--- src/pmwc_map.svh ---
// constants for the power mode and wake controller
// Notes on behaviour
// clock select picks normal or slow mode
// clock select works only in fast-rc plus crystal
// slow crystal only with internal fast rc
// sleep always stops the fast clock
// slow crystal runs; slow mode stops fast rc
// halt enters sleep regardless of clock select
// sleep stops execution, keeps memory and registers
// sleep clears watchdog; slow clocks keep counting
// watchdog halts in sleep on system clock
// ports hold output and direction in sleep
// sleep sets powerdown, clears timeout flag
// wake on reset, port edge, interrupt, watchdog
// reset wake full reset; watchdog wake watchdog reset
// powerdown cleared by power-up and clear-watchdog
// watchdog wake sets timeout, resets pc and sp
// enabled port pin falling edge wakes, resumes
// masked or stack-full interrupt resumes, serviced later
// enabled interrupt with stack room gets response
// flag pending at sleep entry blocks its wake
// wake waits start-up; reset adds reset delay
// rc start-up is 2 or 1024 cycles
// crystal start-up is 1024 cycles
// slow internal rc keeps running in sleep
// software should set crystal low-power bit
// low-power bit clears at power-on
// rc start-up choice is a build parameter
`ifndef PMWC_MAP_SVH
`define PMWC_MAP_SVH
`define PMWC_CLK_MHZ          100
`define PMWC_RESET_DELAY_MS   100
`define PMWC_RESET_DELAY_CYC  (`PMWC_RESET_DELAY_MS * 1000 * `PMWC_CLK_MHZ)
`define PMWC_SST_LONG_CYC     1024
`define PMWC_SST_SHORT_CYC    2
`define PMWC_CNT_W            24
`endif

--- src/pmwc_pkg.sv ---
// types for the power mode and wake controller
package pmwc_pkg;
    typedef enum logic [1:0] {PMWC_OSC_HXT_CFG, PMWC_OSC_ERC_CFG, PMWC_OSC_RC_CFG,
                              PMWC_OSC_RC_XT_CFG} pmwc_osc_t;
    typedef enum logic [1:0] {PMWC_WDCK_SLOW_RC, PMWC_WDCK_CRYSTAL,
                              PMWC_WDCK_SYS} pmwc_wdck_t;
    typedef enum {PMWC_RUN, PMWC_SLEEP, PMWC_RSTDLY, PMWC_START} pmwc_state_t;
    typedef enum logic [1:0] {PMWC_WK_NONE, PMWC_WK_RESET, PMWC_WK_PORT_INT,
                              PMWC_WK_WDT} pmwc_wake_t;
    // oscillator run controls
    typedef struct packed {
        logic fast_run;
        logic slow_xt_run;
        logic slow_rc_run;
        logic sysclk_slow;
    } pmwc_osc_ctl_t;
    typedef struct packed {
        pmwc_state_t st;
        logic [23:0] cnt;
        logic        ext_rst_dly;
        pmwc_wake_t  wake_src;
        logic [7:0]  port_prev;
        logic [7:0]  irq_block;
        logic        powerdown;
        logic        timeout;
        logic        slow_lp;
        logic        rst_pulse;
        logic        wdt_rst;
        logic        resume;
        logic        irq_resp;
    } pmwc_regs_t;
endpackage : pmwc_pkg

--- src/pmwc_top.sv ---
// power mode, sleep and wake sequencer
`timescale 1ns/1ps
`include "pmwc_map.svh"
module pmwc_top
    import pmwc_pkg::*;
#(
    parameter bit          RC_LONG_START = 1'b1, // rc start-up 1024 when set, else 2
    parameter logic [23:0] RESET_DLY_CYC = 24'(`PMWC_RESET_DELAY_CYC)
)(
    // clock and reset
    input  wire logic        CLOCK_I,
    input  wire logic        ARST_N_I,
    // configuration
    input  wire pmwc_osc_t   OSC_CFG_I,
    input  wire pmwc_wdck_t  WDT_CLK_CFG_I,
    input  wire logic        SLOW_RC_EN_I,
    // software control bits
    input  wire logic        SYS_CLOCK_SELECT_I,
    input  wire logic        SLOW_LP_WR_I,
    input  wire logic        SLOW_LP_VAL_I,
    input  wire logic        CLR_WDT_I,
    // core events
    input  wire logic        HALT_I,
    input  wire logic [7:0]  IRQ_FLAG_I,
    input  wire logic        IRQ_ENABLE_I,
    input  wire logic        STACK_FULL_I,
    input  wire logic        WDT_OVF_I,
    // pins
    input  wire logic        EXT_RESET_PIN_N_I,
    input  wire logic [7:0]  PORT_A_I,
    input  wire logic [7:0]  PORT_WAKE_ENABLE_I,
    // outputs
    output pmwc_osc_ctl_t    OSC_CTL_O,
    output logic             CORE_RUN_O,
    output logic             SLEEPING_O,
    output logic             PORT_HOLD_O,
    output logic             WDT_CLEAR_O,
    output logic             WDT_RUN_O,
    output logic             POWERDOWN_FLAG_O,
    output logic             TIMEOUT_FLAG_O,
    output logic             SLOW_CRYSTAL_LOWPOWER_O,
    output logic             FULL_RESET_O,
    output logic             WDT_RESET_O,
    output logic             RESUME_O,
    output logic             IRQ_RESPONSE_O
);
    // pin synchronisers, first stage read only by second;
    // both stages reset high so idle pull-ups give no false edge after reset
    logic [8:0] sync1_r;
    logic [8:0] sync2_r;
    always_ff @(posedge CLOCK_I or negedge ARST_N_I)
    begin
        if (!ARST_N_I)
        begin
            sync1_r <= 9'h1ff;
            sync2_r <= 9'h1ff;
        end
        else
        begin
            sync1_r <= {EXT_RESET_PIN_N_I, PORT_A_I};
            sync2_r <= sync1_r;
        end
    end
    logic       rst_pin_n;
    logic [7:0] port_s;
    assign rst_pin_n = sync2_r[8];
    assign port_s    = sync2_r[7:0];

    // start-up length by oscillator kind
    // only the fast crystal has a fixed long start; rc kinds follow the build choice
    function automatic logic [23:0] sst_cycles(input pmwc_osc_t osc);
        if (osc == PMWC_OSC_HXT_CFG)
            sst_cycles = 24'(`PMWC_SST_LONG_CYC);
        else if (RC_LONG_START)
            sst_cycles = 24'(`PMWC_SST_LONG_CYC);
        else
            sst_cycles = 24'(`PMWC_SST_SHORT_CYC);
    endfunction : sst_cycles

    pmwc_regs_t r_r;
    pmwc_regs_t r_nxt;
    logic       dual_osc;
    logic [7:0] port_fall;
    logic       port_wake;
    logic       irq_wake;
    logic       in_sleep;
    assign dual_osc  = (OSC_CFG_I == PMWC_OSC_RC_XT_CFG);
    assign port_fall = r_r.port_prev & ~port_s & PORT_WAKE_ENABLE_I;
    assign port_wake = |port_fall;
    // a flag already up at halt is masked until the core runs again
    assign irq_wake  = |(IRQ_FLAG_I & ~r_r.irq_block);
    assign in_sleep  = (r_r.st == PMWC_SLEEP);

    // next-state logic for the whole sequencer
    // pulses default low so each one stands for exactly one cycle
    always_comb
    begin
        r_nxt           = r_r;
        r_nxt.port_prev = port_s;
        r_nxt.rst_pulse = 1'b0;
        r_nxt.wdt_rst   = 1'b0;
        r_nxt.resume    = 1'b0;
        r_nxt.irq_resp  = 1'b0;
        if (SLOW_LP_WR_I)
            r_nxt.slow_lp = SLOW_LP_VAL_I;
        if (CLR_WDT_I && !in_sleep)
            r_nxt.powerdown = 1'b0;
        case (r_r.st)
            PMWC_RUN:
            begin
                if (HALT_I)
                begin
                    r_nxt.st        = PMWC_SLEEP;
                    r_nxt.powerdown = 1'b1;
                    r_nxt.timeout   = 1'b0;
                    r_nxt.irq_block = IRQ_FLAG_I;
                end
            end
            PMWC_SLEEP:
            begin
                r_nxt.cnt = sst_cycles(OSC_CFG_I);
                // reset wins over the watchdog, the watchdog over port and interrupt
                if (!rst_pin_n)
                begin
                    r_nxt.st          = PMWC_RSTDLY;
                    r_nxt.wake_src    = PMWC_WK_RESET;
                    r_nxt.rst_pulse   = 1'b1;
                    r_nxt.powerdown   = 1'b0;
                    r_nxt.timeout     = 1'b0;
                    r_nxt.cnt         = RESET_DLY_CYC;
                end
                else if (WDT_OVF_I && WDT_CLK_CFG_I != PMWC_WDCK_SYS)
                begin
                    r_nxt.st       = PMWC_START;
                    r_nxt.wake_src = PMWC_WK_WDT;
                    r_nxt.timeout  = 1'b1;
                end
                else if (port_wake || irq_wake)
                begin
                    r_nxt.st       = PMWC_START;
                    r_nxt.wake_src = PMWC_WK_PORT_INT;
                end
            end
            PMWC_RSTDLY:
            begin
                if (r_r.cnt <= 24'h000001)
                begin
                    r_nxt.st  = PMWC_START;
                    r_nxt.cnt = sst_cycles(OSC_CFG_I);
                end
                else
                    r_nxt.cnt = r_r.cnt - 24'h000001;
            end
            PMWC_START:
            begin
                if (r_r.cnt <= 24'h000001)
                begin
                    r_nxt.st        = PMWC_RUN;
                    // drop the entry mask so a fresh request can wake the next sleep
                    r_nxt.irq_block = 8'h00;
                    r_nxt.wdt_rst   = (r_r.wake_src == PMWC_WK_WDT);
                    r_nxt.resume    = (r_r.wake_src == PMWC_WK_PORT_INT);
                    r_nxt.irq_resp  = (r_r.wake_src == PMWC_WK_PORT_INT) && irq_wake
                                      && IRQ_ENABLE_I && !STACK_FULL_I;
                    r_nxt.wake_src  = PMWC_WK_NONE;
                end
                else
                    r_nxt.cnt = r_r.cnt - 24'h000001;
            end
            default:
                r_nxt.st = PMWC_RUN;
        endcase
    end

    // state register; power-on clears flags and low-power bit
    // reset values are constants only; nothing from the pins reaches this branch
    always_ff @(posedge CLOCK_I or negedge ARST_N_I)
    begin
        if (!ARST_N_I)
            r_r <= '{st: PMWC_RUN, wake_src: PMWC_WK_NONE, port_prev: 8'hff,
                     default: '0};
        else
            r_r <= r_nxt;
    end

    // oscillator and core controls
    // the slow crystal shares the oscillator pins, so only the dual kind runs it
    always_comb
    begin
        OSC_CTL_O.sysclk_slow = dual_osc && SYS_CLOCK_SELECT_I;
        OSC_CTL_O.fast_run    = !in_sleep && !OSC_CTL_O.sysclk_slow;
        OSC_CTL_O.slow_xt_run = dual_osc;
        OSC_CTL_O.slow_rc_run = SLOW_RC_EN_I;
    end
    assign CORE_RUN_O  = (r_r.st == PMWC_RUN);
    assign SLEEPING_O  = in_sleep;
    assign PORT_HOLD_O = (r_r.st != PMWC_RUN);
    assign WDT_CLEAR_O = (r_r.st == PMWC_RUN) && HALT_I;
    assign WDT_RUN_O   = !(in_sleep && WDT_CLK_CFG_I == PMWC_WDCK_SYS);
    assign POWERDOWN_FLAG_O        = r_r.powerdown;
    assign TIMEOUT_FLAG_O          = r_r.timeout;
    assign SLOW_CRYSTAL_LOWPOWER_O = r_r.slow_lp;
    assign FULL_RESET_O            = r_r.rst_pulse;
    assign WDT_RESET_O             = r_r.wdt_rst;
    assign RESUME_O                = r_r.resume;
    assign IRQ_RESPONSE_O          = r_r.irq_resp;
endmodule : pmwc_top

--- config.mk ---
export PLATFORM = sky130hd
export DESIGN_NAME = pmwc_top
export DESIGN_NICKNAME = d
export VERILOG_FILES = /design/src/pmwc_pkg.sv /design/src/pmwc_top.sv
export VERILOG_INCLUDE_DIRS = /design/src
export SDC_FILE = /design/constraint.sdc
export NUM_CORES = 1
export LEC_CHECK = 0
export ABC_CLOCK_PERIOD_IN_PS = 2250
export BUFFER_PORTS_ARGS = -buffer_cell sky130_fd_sc_hd__clkbuf_2
export CORE_ASPECT_RATIO = 0.8
export CORE_UTILIZATION = 35
export DETAILED_ROUTE_END_ITERATION = 10
export GPL_TIMING_DRIVEN = 0
export PLACE_DENSITY = 0.58
export SLEW_MARGIN = 10
export SYNTH_ARGS = -nofsm -noshare
export SYNTH_HDL_FRONTEND = slang
export SYNTH_SLANG_ARGS = --single-unit
--- constraint.sdc ---
create_clock -name CLOCK_I -period 2.25 [get_ports CLOCK_I]
set_clock_uncertainty 0.05 [all_clocks]
set_input_delay 0.45 -clock CLOCK_I [delete_from_list [all_inputs] [get_ports CLOCK_I]]
set_output_delay 0.45 -clock CLOCK_I [all_outputs]
set_load 0.02 [all_outputs]
**Yosys cells after proc, flatten, opt, wreduce, memory -nomap -nowiden**

Cells that the tools add are included.

- Output and inout port bits: 16
- Word-level logic and storage cells: 92
- Register bits: 99
- Input bits: 40

- Reduce and logical (&&, ||, !) cells: 28
- Multiplexer cells: 28
- Magnitude comparators: 1
- $add $sub $neg: 1
- Equality and inequality tests: 15
- Bitwise gates (word level): 5

Operators with widths:

| kind | number |
|---|---|
| 32-bit 2-to-1 mux | 6 |
| 32-bit case mux with 4 select lines | 1 |
| 32-bit by 2-bit equality test with 1-bit output, second input constant | 3 |
| 24-bit 2-to-1 mux | 3 |
| 24-bit case mux with 3 select lines | 1 |
| 32-bit zero test | 2 |
| 32-bit by 1-bit equality test with 1-bit output, second input constant | 1 |
| 32-bit nonzero test | 1 |
| 8-bit AND | 3 |
| 24-bit by 1-bit less-or-equal comparator with 1-bit output, second input constant | 1 |
| 24-bit by 1-bit subtractor with 24-bit output, second input constant | 1 |
| 8-bit inverter | 2 |
| 8-bit case mux with 2 select lines | 1 |
| 8-bit OR reduction | 2 |
| 10-bit 2-to-1 mux | 1 |
| 2-bit != test, second input constant | 5 |
| 1-bit logical AND | 9 |
| 3-bit AND reduction | 3 |
| 2-bit equality test, second input constant | 4 |
| 2-bit 2-to-1 mux | 4 |
| 8-bit 2-to-1 mux | 1 |
| 2-bit case mux with 2 select lines | 2 |
| 1-bit 2-to-1 mux | 6 |
| 3-bit 2-to-1 mux | 2 |
| other kinds (8) | 13 |

**Depth between registers and ports, before layout**

- Depth after elaboration: 9
- Depth in mapped cells: 8
- Mapped depth without buffers: 7

**Worst setup path after synthesis**

No wires, ideal clock.

- Path type: register to register
- Start point: register r_r[41] (netlist name)
- End point: register r_r[49] (netlist name)
- Slack: -0.157 ns
- Arrival time: 2.233 ns
- Buffers on the path: 1
- Library setup time: 0.124 ns
- Cell stages (with the launch flop): 7
- Cells stage by stage: dfrtp_1 or4_4 or4_4 buf_6 o31a_1 a21o_1 a211o_1

- Word-level cells in the longest chain between the ends: 3
- Elaborated cells between the ends (all ways): 7
- Those cells by class: add/sub (1); order compare (1); eq/ne (1); mux (3); reduce/logical (1)

RTL lines:

| what | line | RTL |
|---|---|---|
| start: declaration | pmwc_top.sv:80 | `pmwc_regs_t r_r;` |
| start signal: assignment | pmwc_top.sv:180 | `r_r <= '{st: PMWC_RUN, wake_src: PMWC_WK_NONE, port_prev: 8'hff,` |
| start signal: assignment | pmwc_top.sv:183 | `r_r <= r_nxt;` |
| 24-bit by 1-bit subtractor with 24-bit output or 24-bit by 1-bit less-or-equal comparator with 1-bit output (tied branches) | n/a |  |
| 24-bit 2-to-1 mux, or another cell as far along | pmwc_top.sv:156 | `if (r_r.cnt <= 24'h000001)` |
| 24-bit case mux with 3 select lines or 2-bit AND reduction (tied branches) | n/a |  |

Parallel ways exist; a longest one is shown, timed or not. The select of a mux whose other input is x is not followed.
A chain may end at the register's enable or synchronous reset.

**Worst setup path after layout**

- Start point: register r_r[42] (netlist name)
- End point: register r_r[39] (netlist name)

- Word-level cells in the longest chain between the ends: 3
- Elaborated cells between the ends (all ways): 5
- Those cells by class: order compare (1); eq/ne (1); mux (2); reduce/logical (1)

RTL lines:

| what | line |
|---|---|
| 24-bit by 1-bit less-or-equal comparator with 1-bit output (*) | pmwc_top.sv:146, pmwc_top.sv:156 |
| 24-bit 2-to-1 mux or 2-bit != test (tied branches) | n/a |
| 24-bit case mux with 3 select lines or 2-bit AND reduction (tied branches) | n/a |

Mark *: on every way between the ends. The rest lies on a longest branch, timed or not.

==> metrics.cfg <==
[run_status]
status=finished with violations
violations=negative setup slack

[critical_path]
crit_arrival_ns=2.68
critPathKind=register to register
critical_path.max_fanout=7
crit_buf_inv=2
crit_path_end_kind=register
crit_family=simple AND/OR/NAND/NOR gates
crit_top_cell=or4_4
start_kind=register
crit_required_ns=2.46
max_stage_delay_ns=0.58
cp_slowest_cell=or4_4
worstPathCellList=or4_4 -> or4_4 -> o31ai_4 -> buf_6 -> buf_8 -> o41ai_2 -> a21oi_1

[placement]
place_inst=470
io_buffers=54
dpl.hpwl_um=5254
dpl_cell_area_um2=3746
place.gp.congestion=0.8054

[synth]
async_flop_share_pct=100.0
dominantRegCellSynth=dfrtp_1
syn_avg_cell_area_um2=10.97
synth_nets=348
synth_edf_count=0
ys_ff_latch=69
ys_seq_area_share_pct=53.44
synth_cell_types=58
syn_area_um2=3292
postSynthCellCount=300
yosysWarningCount=0

[final_layout]
fillCellCount=830
diodes=0
layout_commonest_cell=clkbuf_2
syn_to_final_growth_pct=36.07
nets=433
design_area_um2=4479
drive_gt1_share_pct=46.41
final_cell_mix=clkbuf_2, dfrtp_1, dfstp_2
final_cell_count_no_fill=505

[floorplanning]
start_util_pct=36.27
core.rowCount=31
dieWidth_um=110.4
dieHeight_um=88.74
coreArea_um2=9076
num_io_pins=56
die-area_um2=9800

[sta]
worst_pin_slew_ns=1.000
finalHoldViolations=0
period_needed_ns=2.477
setup_violations=37
drv_slew=0
min_period_over_period_pct=110.1
relSlewSlack_pct=32.69
max_freq_ghz=0.4038
fin_ws_ns=-0.2266
grt_setup_unrepaired=true

[min_path]
hold_class=input pin to asynchronous set/reset pin

[power_and_ir_drop]
power_uw=6367
worst_ir_drop_vdd_v=0.0008007
power_density_nw_per_um2=1422
leakagePower_uw=0.001930

[route]
drt-initial-drc-count=173
routed_via_density=5.390
ant_nets=0
wire_per_inst_um=15.90
vias=2722
drc=0
dr.pass1.iters=4
wl_um=8029

[job]
maxCapViolCount=0

[clock_tree]
clk_pin_slew_ns=0.06
clk_latency_ns=0.33
numCtsBuffers=9
cts_tree=done
htreeDepth=3
clock-sinks=69
clock-root-buffer=clkbuf_16
cts.path.max_buffers=2

[grt]
grt.total_usage_pct=17.23
grt_max_degree=43
grt_overflow=0
grt_pass1_vias=2653
grt_pass1_wl_um=13180
grt_antenna_before_repair=0

cell usage after synthesis (all sizes together) (4+ instances only):
library cell  instances  area [um^2]
nor2b                 4        25.02
dfstp                26        683.2
o31ai                12        117.6
or4                  13        105.1
a22oi                 4        30.03
nand4b                8        70.07
dfrtp                43         1076
nor4                  9        68.81
nor3                  7        35.03
o21ai                15        75.07
inv                  16        60.06
or3                   5        32.53
nand2                23        86.33
clkbuf                6        22.52
a211o                 4        35.03
o22ai                 4        25.02
nor2                 17        63.81
buf                   7        60.05
ha                    8        100.1
a21oi                13        65.06
and2                  4        25.02
state kept, by name (all words and copies together), names as in the netlist:
| name | cells |
|---|---|
| POWERDOWN_FLAG_O | 1 |
| SLOW_CRYSTAL_LOWPOWER_O | 1 |
| RESUME_O | 1 |
| sync2_r | 9 |
| sync1_r | 9 |
| FULL_RESET_O | 1 |
| TIMEOUT_FLAG_O | 1 |
| r_r | 44 |
| IRQ_RESPONSE_O | 1 |
| WDT_RESET_O | 1 |
stage by stage:
step           TNS [ns]  hold slack [ns]  utilization [%]  setup slack, ns
6_report         -5.380          0.02662            49.35          -0.2266
5_1_grt          -9.139          0.05071            49.35          -0.3146
4_1_cts          -3.840          0.03006            47.34          -0.2128
3_5_place_dp     -14.41           0.2968            41.27          -0.5347
3_3_place_gp     -15.16           0.2968            41.03          -0.5882
2_1_floorplan   -0.9564           0.1044                -          -0.1188
report_power, final:
| part | internal, uW | switching (uW) | total, uW |
|---|---|---|---|
| registers | 1550 | 327 | 1880 |
| logic | 1400 | 1740 | 3140 |
| clock network | 774 | 573 | 1350 |
| total | 3730 | 2640 | 6370 |
worst reg2reg max path, cell delays in order, from the launching register on:
cell     delay (ns)
dfrtp_1        0.39
or4_4          0.58
or4_4          0.53
o31ai_4        0.32
buf_6          0.19
buf_8          0.14
o41ai_2        0.06
a21oi_1        0.14
cells by family after synthesis:
kind of cell	after synthesis	share of synthesized area (%)
buf+inv	29	4.333
simple gates	105	18.70
compound gates	81	18.13
flops	69	53.44
xor+xnor	5	1.331
fa+ha+maj	8	3.041
mux	3	1.026
layer usage:
| layer | wire [um] | vias up | global-route usage (%) | part of all wire [%] |
|---|---|---|---|---|
| met5 | 0 | - | 0 | 0 |
| met4 | 95 | 0 | 6.303 | 1.2 |
| met3 | 367 | 7 | 3.904 | 4.6 |
| met2 | 3756 | 67 | 27.84 | 47 |
| met1 | 3810 | 1344 | 22.99 | 47 |
| li1 | - | 1304 | - | - |
what timing repair did:
item / 4_1_cts / 5_1_grt
buffers inserted: 12 / 7
setup endpoints to repair: 39 / 38
resized for setup: 44 / 32
hold buffers: 0 / 0
pin swaps: 9 / 13
cloned: 1 / 1
hold endpoints to repair: 0 / 0
path summary, 6_finish.rpt:
kind / startpoint / to / slack, ns / cells after the start
hold reg to reg: sync1_r[8] / sync2_r[8] / 0.31 / 0
hold / removal: ARST_N_I / r_r[31] / 0.03 / 1
setup reg to reg: r_r[42] / r_r[39] / -0.23 / 7
setup / recovery: r_r[42] / r_r[39] / -0.23 / 7
min in group CLOCK_I: PORT_A_I[5] / sync1_r[5] / 0.15 / 1
max in group asynchronous: ARST_N_I / sync2_r[0] / 1.52 / 2
layout make-up:
class | count | area [um^2] | share of cell area [%]
clock buffer | 9 | 225.2 | 5.028
clock inverter | 7 | 63.81 | 1.425
multi-input combinational | 202 | 1654 | 36.93
sequential | 69 | 1759 | 39.27
timing repair buffer | 76 | 493.0 | 11.01
buffer | 11 | 80.08 | 1.788
tap | 115 | 143.9 | 3.212
inverter | 16 | 60.06 | 1.341
No activity file was read; power rests on OpenSTA's default activity.
